<file path="src/include/strap_cfg_pkg.sv">
/*
  Package for the reset strap capture and pin select block: register offsets,
  reset values, strap layout, decoded mode enums and fixed pin masks.
  Assumes a 16-pin general I/O port and an 8-bit register address.
*/
package strap_cfg_pkg;

  // Register offsets (byte addresses, one word each)
  localparam logic [7:0] OFF_STRAP_STATUS = 8'h00;
  localparam logic [7:0] OFF_GPIO_ENABLE = 8'h04;
  localparam logic [7:0] OFF_GPIO_DIR = 8'h08;
  localparam logic [7:0] OFF_GPIO_OUT = 8'h0c;
  localparam logic [7:0] OFF_GPIO_IN = 8'h10;

  // Reset values of software registers
  localparam logic [15:0] RST_GPIO_ENABLE = 16'h0000;
  localparam logic [15:0] RST_GPIO_DIR = 16'h0000;
  localparam logic [15:0] RST_GPIO_OUT = 16'h0000;

  // Fixed roles of shared general I/O pins
  localparam logic [15:0] MASK_CLOCK_PINS = 16'h0006;
  localparam int unsigned PIN_CLK_DIV4 = 1;
  localparam int unsigned PIN_CLK_DIV6 = 2;
  localparam logic [15:0] MASK_IRQ_PINS = 16'h00f0;
  localparam logic [15:0] MASK_PCI_SHARED = 16'hfe00;

  // Cycles of stable strap sampling after device reset before locking
  localparam int unsigned STRAP_SETTLE_CYCLES = 3;

  // Boot action strap codes
  typedef enum logic [1:0] {
    BOOT_NONE = 2'b00,
    BOOT_HOST_PORT = 2'b01,
    BOOT_RESERVED = 2'b10,
    BOOT_ROM8 = 2'b11
  } boot_mode_e;

  // External memory interface clock source codes
  typedef enum logic [1:0] {
    MEMCLK_DEDICATED = 2'b00,
    MEMCLK_CPU_DIV4 = 2'b01,
    MEMCLK_CPU_DIV6 = 2'b10,
    MEMCLK_RESERVED = 2'b11
  } memif_clk_e;

  // Strap pins as one packed group; status register layout is its bit order
  typedef struct packed {
    logic pci_select_strap;
    logic byte_order_strap;
    boot_mode_e boot_select_strap;
    memif_clk_e memif_clock_select_strap;
    logic eeprom_autoinit_strap;
    logic host_width_strap;
  } strap_s;

  // Decoded device configuration driven to the rest of the chip
  typedef struct packed {
    logic host_port_enable;
    logic pci_enable;
    logic little_endian;
    boot_mode_e boot_action;
    memif_clk_e memif_clock_source;
    logic pci_load_from_eeprom;
    logic pci_use_defaults;
    logic host_port_wide;
    logic host_upper_data_enable;
    logic pci_only_pins_enable;
  } dev_cfg_s;

endpackage

</file>
<file path="src/rtl/strap_pin_select.sv">
/*
  Reset strap capture and shared pin selection. Samples the board straps
  around device reset, holds them, decodes the device configuration and
  drives the sixteen shared general I/O pins (clock outputs, interrupt
  inputs, upper pins shared with PCI) under software enable and direction.
  Assumes straps and pin inputs are asynchronous to sys_clk, the divided
  clock sources and dev_reset come from sys_clk logic, and the pad ring
  resolves each pin from its output and output enable.
*/
`timescale 1ns/1ps
`default_nettype none

// Contract
// Sample all straps during device reset, keep them
// Select strap 0: host port on, PCI off
// PCI off: PCI-only pins held high impedance
// Select strap 1: PCI on, host, upper pins off
// Board keeps select strap valid and unchanged
// PCI off: shared pins GPIO after enable, direction
// Clock pins drive clocks until GPIO configured
// Interrupt pins come up input only
// GPIO/PCI shared pins default to no function
// Host/PCI shared pins default to host port
// Byte order strap: 0 big, 1 little
// Boot strap chooses none, host, reserved, ROM
// Memory clock strap: dedicated, div4, div6, reserved
// Autoinit strap 0: PCI uses built-in defaults
// Autoinit 1 with PCI: load from EEPROM
// Board never pulls autoinit high without PCI
// Width 0: 16-bit host, upper data Hi-Z
// Width 1: 32-bit host, all data pins
// Memory, timers, serial ports, low pins always on
// Board straps boot select to valid mode
// Enable bit 1 enables; direction 1 outputs
// Captured straps constant until next device reset
module strap_pin_select #(
  parameter int unsigned SETTLE_CYCLES = strap_cfg_pkg::STRAP_SETTLE_CYCLES
) (
  // Clock, reset, enable
  input wire logic sys_clk,
  input wire logic rst_n,
  input wire logic ce,
  input wire logic dev_reset,
  // Strap pins
  input wire strap_cfg_pkg::strap_s straps_in,
  // Clock sources for the clock output pins
  input wire logic clk_div4_src,
  input wire logic clk_div6_src,
  // Shared general I/O pins
  input wire logic [15:0] gpio_pin_in,
  output logic [15:0] gpio_pin_out,
  output logic [15:0] gpio_pin_oe,
  // Register port
  input wire logic [7:0] reg_addr,
  input wire logic [31:0] reg_wdata,
  input wire logic reg_wr,
  input wire logic reg_rd,
  output logic [31:0] reg_rdata,
  // Decoded configuration
  output strap_cfg_pkg::dev_cfg_s dev_cfg,
  output logic straps_locked
);
  import strap_cfg_pkg::*;

  // Counter is two bits wide, so longer settling cannot be served
  generate
    if (SETTLE_CYCLES < 1 || SETTLE_CYCLES > 3)
    begin : g_bad_settle
      $error("SETTLE_CYCLES must be 1 to 3");
    end
  endgenerate

  localparam logic [1:0] SETTLE_LAST = 2'(SETTLE_CYCLES - 1);

  typedef struct packed {
    strap_s strap_s1;
    strap_s strap_s2;
    strap_s strap_s3;
    strap_s captured;
    logic locked;
    logic [1:0] settle;
    logic [15:0] gpio_enable;
    logic [15:0] gpio_dir;
    logic [15:0] gpio_dout;
    logic [15:0] pin_s1;
    logic [15:0] pin_s2;
    logic [15:0] pin_s3;
    logic [15:0] pin_val;
    logic [15:0] pin_out;
    logic [15:0] pin_oe;
    logic [31:0] rdata;
    dev_cfg_s cfg;
  } state_s;

  // Default straps before the first sample: select 0, little endian,
  // reserved boot, dedicated memory clock, no autoinit, narrow host
  localparam strap_s STRAP_DEFAULT = '{1'b0, 1'b1, BOOT_RESERVED, MEMCLK_DEDICATED, 1'b0, 1'b0};

  state_s state;
  state_s next_state;

  // Register read mux, reused by the read path
  function automatic logic [31:0] read_word(input logic [7:0] addr, input state_s s);
    logic [31:0] w;
    w = 32'h0000_0000;
    case (addr)
      OFF_STRAP_STATUS: w = {22'h00_0000, s.locked, 1'b0, s.captured};
      OFF_GPIO_ENABLE: w = {16'h0000, s.gpio_enable};
      OFF_GPIO_DIR: w = {16'h0000, s.gpio_dir};
      OFF_GPIO_OUT: w = {16'h0000, s.gpio_dout};
      OFF_GPIO_IN: w = {16'h0000, s.pin_val};
      default: w = 32'h0000_0000;
    endcase
    return w;
  endfunction

  // Pin is a software output only when enabled and set to output
  function automatic logic [15:0] sw_drive(input logic [15:0] en, input logic [15:0] dir);
    return en & dir;
  endfunction

  // Next state: strap capture, registers, pin mux, config decode
  always_comb
  begin
    logic [15:0] drive;
    drive = 16'h0000;
    next_state = state;
    if (ce)
    begin
      // Three-stage sampling of asynchronous straps and pins
      next_state.strap_s1 = straps_in;
      next_state.strap_s2 = state.strap_s1;
      next_state.strap_s3 = state.strap_s2;
      next_state.pin_s1 = gpio_pin_in;
      next_state.pin_s2 = state.pin_s1;
      next_state.pin_s3 = state.pin_s2;
      if (state.pin_s2 == state.pin_s3)
      begin
        next_state.pin_val = state.pin_s3;
      end

      // Capture window open while device reset holds or settling runs
      if (!state.locked && state.strap_s2 == state.strap_s3)
      begin
        next_state.captured = state.strap_s3;
      end
      if (dev_reset)
      begin
        next_state.locked = 1'b0;
        next_state.settle = 2'b00;
      end
      else if (!state.locked)
      begin
        // Lock only after samples agree, so a late bounce is not frozen
        if (state.strap_s2 == state.strap_s3)
        begin
          if (state.settle == SETTLE_LAST)
          begin
            next_state.locked = 1'b1;
          end
          else
          begin
            next_state.settle = state.settle + 2'b01;
          end
        end
        else
        begin
          next_state.settle = 2'b00;
        end
      end

      // Register writes; unmapped addresses are ignored
      if (reg_wr)
      begin
        case (reg_addr)
          OFF_GPIO_ENABLE: next_state.gpio_enable = reg_wdata[15:0];
          OFF_GPIO_DIR: next_state.gpio_dir = reg_wdata[15:0];
          OFF_GPIO_OUT: next_state.gpio_dout = reg_wdata[15:0];
          default: next_state.gpio_dir = state.gpio_dir;
        endcase
      end
      // Read data valid in the following cycle only
      next_state.rdata = reg_rd ? read_word(reg_addr, state) : 32'h0000_0000;

      // Pin drive: software outputs, clocks on clock pins software leaves undriven, PCI mask last
      drive = sw_drive(state.gpio_enable, state.gpio_dir);
      next_state.pin_out = state.gpio_dout;
      next_state.pin_oe = drive;
      if (!drive[PIN_CLK_DIV4])
      begin
        next_state.pin_out[PIN_CLK_DIV4] = clk_div4_src;
        next_state.pin_oe[PIN_CLK_DIV4] = 1'b1;
      end
      if (!drive[PIN_CLK_DIV6])
      begin
        next_state.pin_out[PIN_CLK_DIV6] = clk_div6_src;
        next_state.pin_oe[PIN_CLK_DIV6] = 1'b1;
      end
      // Upper pins belong to PCI when it is selected
      if (state.captured.pci_select_strap)
      begin
        next_state.pin_oe = next_state.pin_oe & ~MASK_PCI_SHARED;
      end

      // Configuration decode from the held straps
      next_state.cfg.host_port_enable = !state.captured.pci_select_strap;
      next_state.cfg.pci_enable = state.captured.pci_select_strap;
      next_state.cfg.little_endian = state.captured.byte_order_strap;
      next_state.cfg.boot_action = state.captured.boot_select_strap;
      next_state.cfg.memif_clock_source = state.captured.memif_clock_select_strap;
      next_state.cfg.pci_load_from_eeprom = state.captured.pci_select_strap
        & state.captured.eeprom_autoinit_strap;
      next_state.cfg.pci_use_defaults = !(state.captured.pci_select_strap
        & state.captured.eeprom_autoinit_strap);
      next_state.cfg.host_port_wide = state.captured.host_width_strap;
      next_state.cfg.host_upper_data_enable = !state.captured.pci_select_strap
        & state.captured.host_width_strap;
      next_state.cfg.pci_only_pins_enable = state.captured.pci_select_strap;
    end
  end

  // State register; reset gives host port, no GPIO, inputs only
  always_ff @(posedge sys_clk or negedge rst_n)
  begin
    if (!rst_n)
    begin
      state <= '0;
      state.strap_s1 <= STRAP_DEFAULT;
      state.strap_s2 <= STRAP_DEFAULT;
      state.strap_s3 <= STRAP_DEFAULT;
      state.captured <= STRAP_DEFAULT;
      state.gpio_enable <= RST_GPIO_ENABLE;
      state.gpio_dir <= RST_GPIO_DIR;
      state.gpio_dout <= RST_GPIO_OUT;
      state.cfg.host_port_enable <= 1'b1;
      state.cfg.little_endian <= 1'b1;
      state.cfg.boot_action <= BOOT_RESERVED;
      state.cfg.memif_clock_source <= MEMCLK_DEDICATED;
      state.cfg.pci_use_defaults <= 1'b1;
    end
    else
    begin
      state <= next_state;
    end
  end

  // Outputs straight from the state register
  assign gpio_pin_out = state.pin_out;
  assign gpio_pin_oe = state.pin_oe;
  assign reg_rdata = state.rdata;
  assign dev_cfg = state.cfg;
  assign straps_locked = state.locked;
endmodule

`default_nettype wire

</file>
<file path="config.mk">
export PLATFORM = sky130hd
export DESIGN_NAME = strap_pin_select
export DESIGN_NICKNAME = d
export VERILOG_FILES = /design/src/include/strap_cfg_pkg.sv /design/src/rtl/strap_pin_select.sv
export SDC_FILE = /design/constraint.sdc
export NUM_CORES = 1
export LEC_CHECK = 0
export BUFFER_PORTS_ARGS = -buffer_cell sky130_fd_sc_hd__buf_2
export CORE_AREA = 2 2 139 141
export CTS_CLUSTER_DIAMETER = 200
export DETAILED_ROUTE_END_ITERATION = 16
export DIE_AREA = 0 0 141 143
export PLACE_DENSITY_LB_ADDON = 0.12
export SLEW_MARGIN = 20
export SYNTH_ARGS = -nofsm -noshare
export SYNTH_HDL_FRONTEND = slang
export SYNTH_SLANG_ARGS = --single-unit
</file>
<file path="constraint.sdc">
create_clock -name sys_clk -period 2.2 [get_ports sys_clk]
set_input_delay 0 -clock sys_clk [delete_from_list [all_inputs] [get_ports sys_clk]]
set_output_delay 0 -clock sys_clk [all_outputs]
set_load 0.03 [all_outputs]
</file>
* Word-level counts from Yosys, hierarchy flattened *
Index checks and enable logic that the tools add are counted.
W data, S select, Z words.

word-level totals
  bits in latches = 0
  input port bits = 72
  memory bits (read-only) = 0
  register bits = 222
  memories kept = 0
  memory bits (writable) = 0
  output and inout port bits = 77

cells by class
  reductions and logical operators = 11
  magnitude comparators = 0
  shift operators = 0
  bitwise gates (word level) = 3
  mux-type cells = 13
  multiply operators = 0
  $add $sub $neg = 1
  equal/unequal tests = 9
  div/mod/pow operators = 0

operators with widths
  kind                   number
  $pmux W16 S5           1
  $mux W32               1
  $and A16 B16 Y16       1
  $eq A16 B16 Y1         1
  $eq A8 B4 Y1 const B   2
  $mux W16               1
  $reduce_and A3 Y1      4
  $eq A8 B3 Y1 const B   1
  $eq A8 B5 Y1 const B   1
  $eq A8 B8 Y1           1
  $logic_not A8 Y1       1
  $mux W1                6
  $mux W3                2
  $mux W2                2
  $reduce_and A2 Y1      2
  $logic_not A1 Y1       3
  $ne A3 B3 Y1 const B   1
  $add A2 B1 Y2 const B  1
  $and A1 B1 Y1          2
  $eq A2 B2 Y1 const B   1
  $ne A2 B2 Y1 const B   1
  $logic_and A1 B1 Y1    1

* Longest topological paths before layout *
  depth after elaboration = 5
  mapped depth = 7
  depth with buffers taken out = 6

* Worst setup path after synthesis *
OpenSTA, ideal clock, no wires.

  kind = flip-flop to flip-flop
  start point = reg state[98] (netlist bit)
  end point = reg state[81] (netlist bit)
  path buffers = 1
  required time = 2.075 ns
  clock period less this slack = 1.776 ns
  arrival = 1.652 ns
  slack = 0.424 ns
  stages on the path, launching flop included = 6
  cells stage by stage = dfrtp_1 xor2_1 nor4_1 nand4_1 clkbuf_1 mux2_2

between the ends
  cells in the longest elaborated chain, start to end = 2

RTL lines
  element                      RTL line                 source
  from (decl)                  strap_pin_select.sv:99   state_s state;
  from (signal assigned)       strap_pin_select.sv:243  state <= next_state;
  $eq A16 B16 Y1               strap_pin_select.sv:137  if (state.pin_s2 == state.pin_s3)
  $reduce_and A2 Y1 (no line)  --

Every way passes these cells.
A chain may end at the register's enable or synchronous reset.

==> results.txt <==
----------------------------------------------------
[Run status]
  Outcome ... completed

[GRT]
  Remaining global-route overflow ... 0
  First-pass GRT wire length ... 30300 um
  Met2 Use GR ... 31.0%
  Number of global-route vias before repair ... 5715
  Layer carrying the most global-route usage ... met2
  Met3 Track Usage GR ... 2.55%
  Largest net degree at the start of global routing ... 76
  Met1 GRT Util ... 25.8%
  Total routing resource utilization after global routing ... 18.8%
  Number of antenna violations at the first check in global routing ... 1

[Worst setup path]
  Critical-path maximum fanout ... 21
  Count of cells along the worst register-to-register path ... 6
  Slack of the worst reg-to-reg path ... 480 ps
  Critical-path cell with the highest stage delay ... sky130_fd_sc_hd__dlygate4sd3_1
  Max incr delay on CP ... 580 ps
  Path type of the worst setup path ... input port to flop
  Endpoint type of the worst setup path ... flop
  Crit path arrival time ... 2210 ps
  Worst reg2reg path endpoint ... state[192]
  Cell Chain, Critical Path ... dlygate4sd3_1 -> buf_4 -> nand4b_1 -> dlygate4sd3_1 -> buf_4 -> nand2b_1 -> o2bb2ai_1
  Worst Path Required ... 2610 ps
  Crit Reg-Reg Startpoint ... state[201]
  Startpoint type of the worst setup path ... input port

[Placed design]
  Port Buffers ... 116
  Area after DPL ... 9550 um2
  GP Congestion ... 0.800
  Post-detail-place hpwl ... 12600 um
  Instance count after placement with tap cells included ... 958

[Route]
  Drt first pass iters ... 4
  Detail-routed via count per cell ... 5.27
  Total number of vias ... 5516
  Drt first-iter violations ... 258
  Residual antenna-violating net count after detailed routing ... 0
  Average routed wire per standard cell ... 17.6 um
  Wire length reported by the detailed router ... 18500 um
  Post-route DRC violation count ... 0

[Clock network]
  Root Driver ... sky130_fd_sc_hd__clkbuf_16
  TritonCTS clock tree ... built
  Deepest clock path buffer count ... 3
  TritonCTS buffer count ... 23
  Clock input transition at the sequential cells of the worst setup and hold paths ... 60 ps
  Number of H-tree levels ... 1
  Number of gates given a new drive strength after cts ... 0
  Clock sink count ... 205
  Clock latency on the worst-skew pair ... 490 ps

[Yosys]
  Post-synthesis sequential area ratio ... 56.3%
  Combinational family with the most area after synthesis ... multiplexers
  Simple-Gate Fraction of Synth Area ... 3.93%
  Combined area of all synthesized cells ... 9150 um2
  Mean instance size in the synthesized netlist ... 13.4 um2
  XOR/XNOR share of the synthesized area ... 2.30%
  Leading register cell type out of synthesis ... sky130_fd_sc_hd__dfrtp_1
  Synth Area in Adders ... 0.137%
  Flip-flop and latch count after synthesis ... 205
  Cells after synthesis ... 682
  Count of synthesis-stage warnings from yosys ... 0
  Fraction of registers with async set or reset after synthesis ... 100%
  Yosys cell types ... 40
  Mux cell area share after synthesis ... 23.2%
  Compound-cell area share of the yosys netlist ... 5.80%
  Number of enable flip-flop cells after synthesis ... 0

[Flow run]
  Reported max-cap violation count ... 0

[Pwr]
  Worst voltage drop across the vdd grid ... 750 uV
  Static leakage ... 5.12 nW
  Power density over the cells ... 840 nW/um2

[STA]
  RSZ-0062 raised after global routing ... no
  Peak clock frequency supported by timing ... 0.555 GHz
  Total of endpoints with negative setup slack in the final report ... 0
  Final count of hold timing violations ... 0
  Final number of max-transition violations ... 0
  Worst hold margin ... 70.6 ps
  Worst slew margin ... 58.9%
  Setup TNS ... 0 ps
  Time the final worst path needs with I/O delays and setup ... 1800 ps
  Final cycle utilization of the critical path ... 81.9%
  Worst-margin pin slew ... 616 ps
  Clock skew ... 9.48 ps

[Die]
  Effective utilization at floorplan ... 49.2%
  Cell row count ... 50
  Area enclosed by the die boundary ... 20200 um2
  Core Box Area ... 18600 um2
  Ports ... 149
  Die W ... 141 um
  Y dimension of the die ... 143 um

[Min path]
  Hold Path Origin ... reg_addr[2]
  Hold-critical path depth ... 3
  End point of the worst hold path ... reg_rdata[12]
  Class of the tightest hold or removal check ... input port to flop

[Layout]
  Finished layout cell area ... 10700 um2
  Post-Layout Cell Count ... 1046
  Share of post-route cells with drive strength above 1 ... 43.3%
  Leading cell type in the layout, fill and taps excluded ... sky130_fd_sc_hd__dfrtp_1
  Final layout net count ... 869
  Count of inserted antenna diode cells ... 0
  Share of the core filled with cells in the final layout ... 57.7%
  Highest-count cells in the layout ignoring fill and taps ... 193 x sky130_fd_sc_hd__dfrtp_1, 168 x sky130_fd_sc_hd__mux2_2, 114 x sky130_fd_sc_hd__buf_2
  Area growth from synthesis to final layout ... 17.2%

----------------------------------------------------
[power breakdown]
part / internal [W] / total [W] / switching [W]
clock: 0.00210 / 0.00353 / 0.00143
combinational: 0.000535 / 0.00110 / 0.000567
sequential: 0.00411 / 0.00437 / 0.000255
total: 0.00675 / 0.00900 / 0.00226
[metal layers]
metal | share of wire [%] | vias up
met1 | 45 | 2741
met4 | 3.0 | 2
met3 | 4.2 | 44
li1 | - | 2564
met2 | 47 | 165
met5 | 0.070 | -
[how the worst max path moves through the flow]
stage	startpoint	endpoint	slack, ps
finish	ce	reg_rdata[8]	400
global route	state[201]	state[198]	270
global placement	reg_addr[1]	state[169]	400
CTS	ce	reg_rdata[8]	440
floorplan	state[98]	state[81]	420
detailed placement	reg_addr[1]	state[164]	340
[metrics by stage]
stage / total power (W) / worst slack (ps)
after floorplan: 0.00517 / 424
after global placement: 0.00544 / 404
after detailed placement: 0.00549 / 341
after CTS: 0.00913 / 437
after global routing: 0.00943 / 265
final: 0.00900 / 398
[critical path, delay by kind of cell]
kind / cells / cell delay (ps)
buffers and inverters: 4 / 1580
AO/OA/AOI/OAI: 1 / 210
AND/OR/NAND/NOR: 2 / 420
[synthesized netlist by cell type (2+ instances only)]
library cell                instances  area (um2)
sky130_fd_sc_hd__a22oi_1            9        67.6
sky130_fd_sc_hd__o21ai_0           17        85.1
sky130_fd_sc_hd__dfrtp_1          193        4830
sky130_fd_sc_hd__a21oi_1           11        55.1
sky130_fd_sc_hd__mux2_2           168        1890
sky130_fd_sc_hd__o22a_1            14         123
sky130_fd_sc_hd__nand4_1            3        18.8
sky130_fd_sc_hd__dfstp_2           12         315
sky130_fd_sc_hd__nand3b_1           2        15.0
sky130_fd_sc_hd__buf_2              4        20.0
sky130_fd_sc_hd__nand2_1            4        15.0
sky130_fd_sc_hd__nor2b_1            5        31.3
sky130_fd_sc_hd__nor2_1            14        52.6
sky130_fd_sc_hd__mux2i_1           23         230
sky130_fd_sc_hd__nor4_1             3        18.8
sky130_fd_sc_hd__xor2_1            12         105
sky130_fd_sc_hd__nand3_1           10        50.1
sky130_fd_sc_hd__clkbuf_1          18        67.6
sky130_fd_sc_hd__o2bb2ai_1         17         149
sky130_fd_sc_hd__a221oi_1           2        17.5
sky130_fd_sc_hd__nand4b_1           7        61.3
sky130_fd_sc_hd__nor3_1             2        10.0
sky130_fd_sc_hd__nand2b_1           4        25.0
sky130_fd_sc_hd__buf_4             77         578
sky130_fd_sc_hd__buf_1              7        26.3
sky130_fd_sc_hd__xnor2_1           12         105
sky130_fd_sc_hd__inv_1             18        67.6
sky130_fd_sc_hd__nand2_2            2        12.5
[cells by family (layout without fill, tap and decap cells)]
group	count (synthesis)	after routing
adders and majority gates	1	1
buffers and inverters	125	240
xor gates and xnor gates	24	24
and+or+nand+nor	61	61
other	1	16
AOI/OAI and AO/OA	74	74
muxes	191	191
DFF	205	205
[registers in the layout (all words and copies together), names as in the netlist]
signal	cells
reg_rdata	16
state	146
gpio_pin_out	16
gpio_pin_oe	15
dev_cfg	11
straps_locked	1
[what timing repair did]
| item | 4_1_cts | 5_1_grt |
|---|---|---|
| endpoints found under the setup margin | 0 | 0 |
| hold endpoints to repair | 170 | 0 |
| hold buffers | 47 | 0 |
| setup buffers | 0 | 0 |
[layout make-up]
| cell class | instances | area (um2) |
|---|---|---|
| timing repair buffer | 180 | 1210 |
| fill | 1517 | 7860 |
| clock buffer | 36 | 674 |
| tap | 234 | 293 |
| multi-input combinational | 367 | 3290 |
| clock inverter | 5 | 28.8 |
| sequential | 205 | 5140 |
| inverter | 19 | 71.3 |
Power figures use the tool's default switching activity.
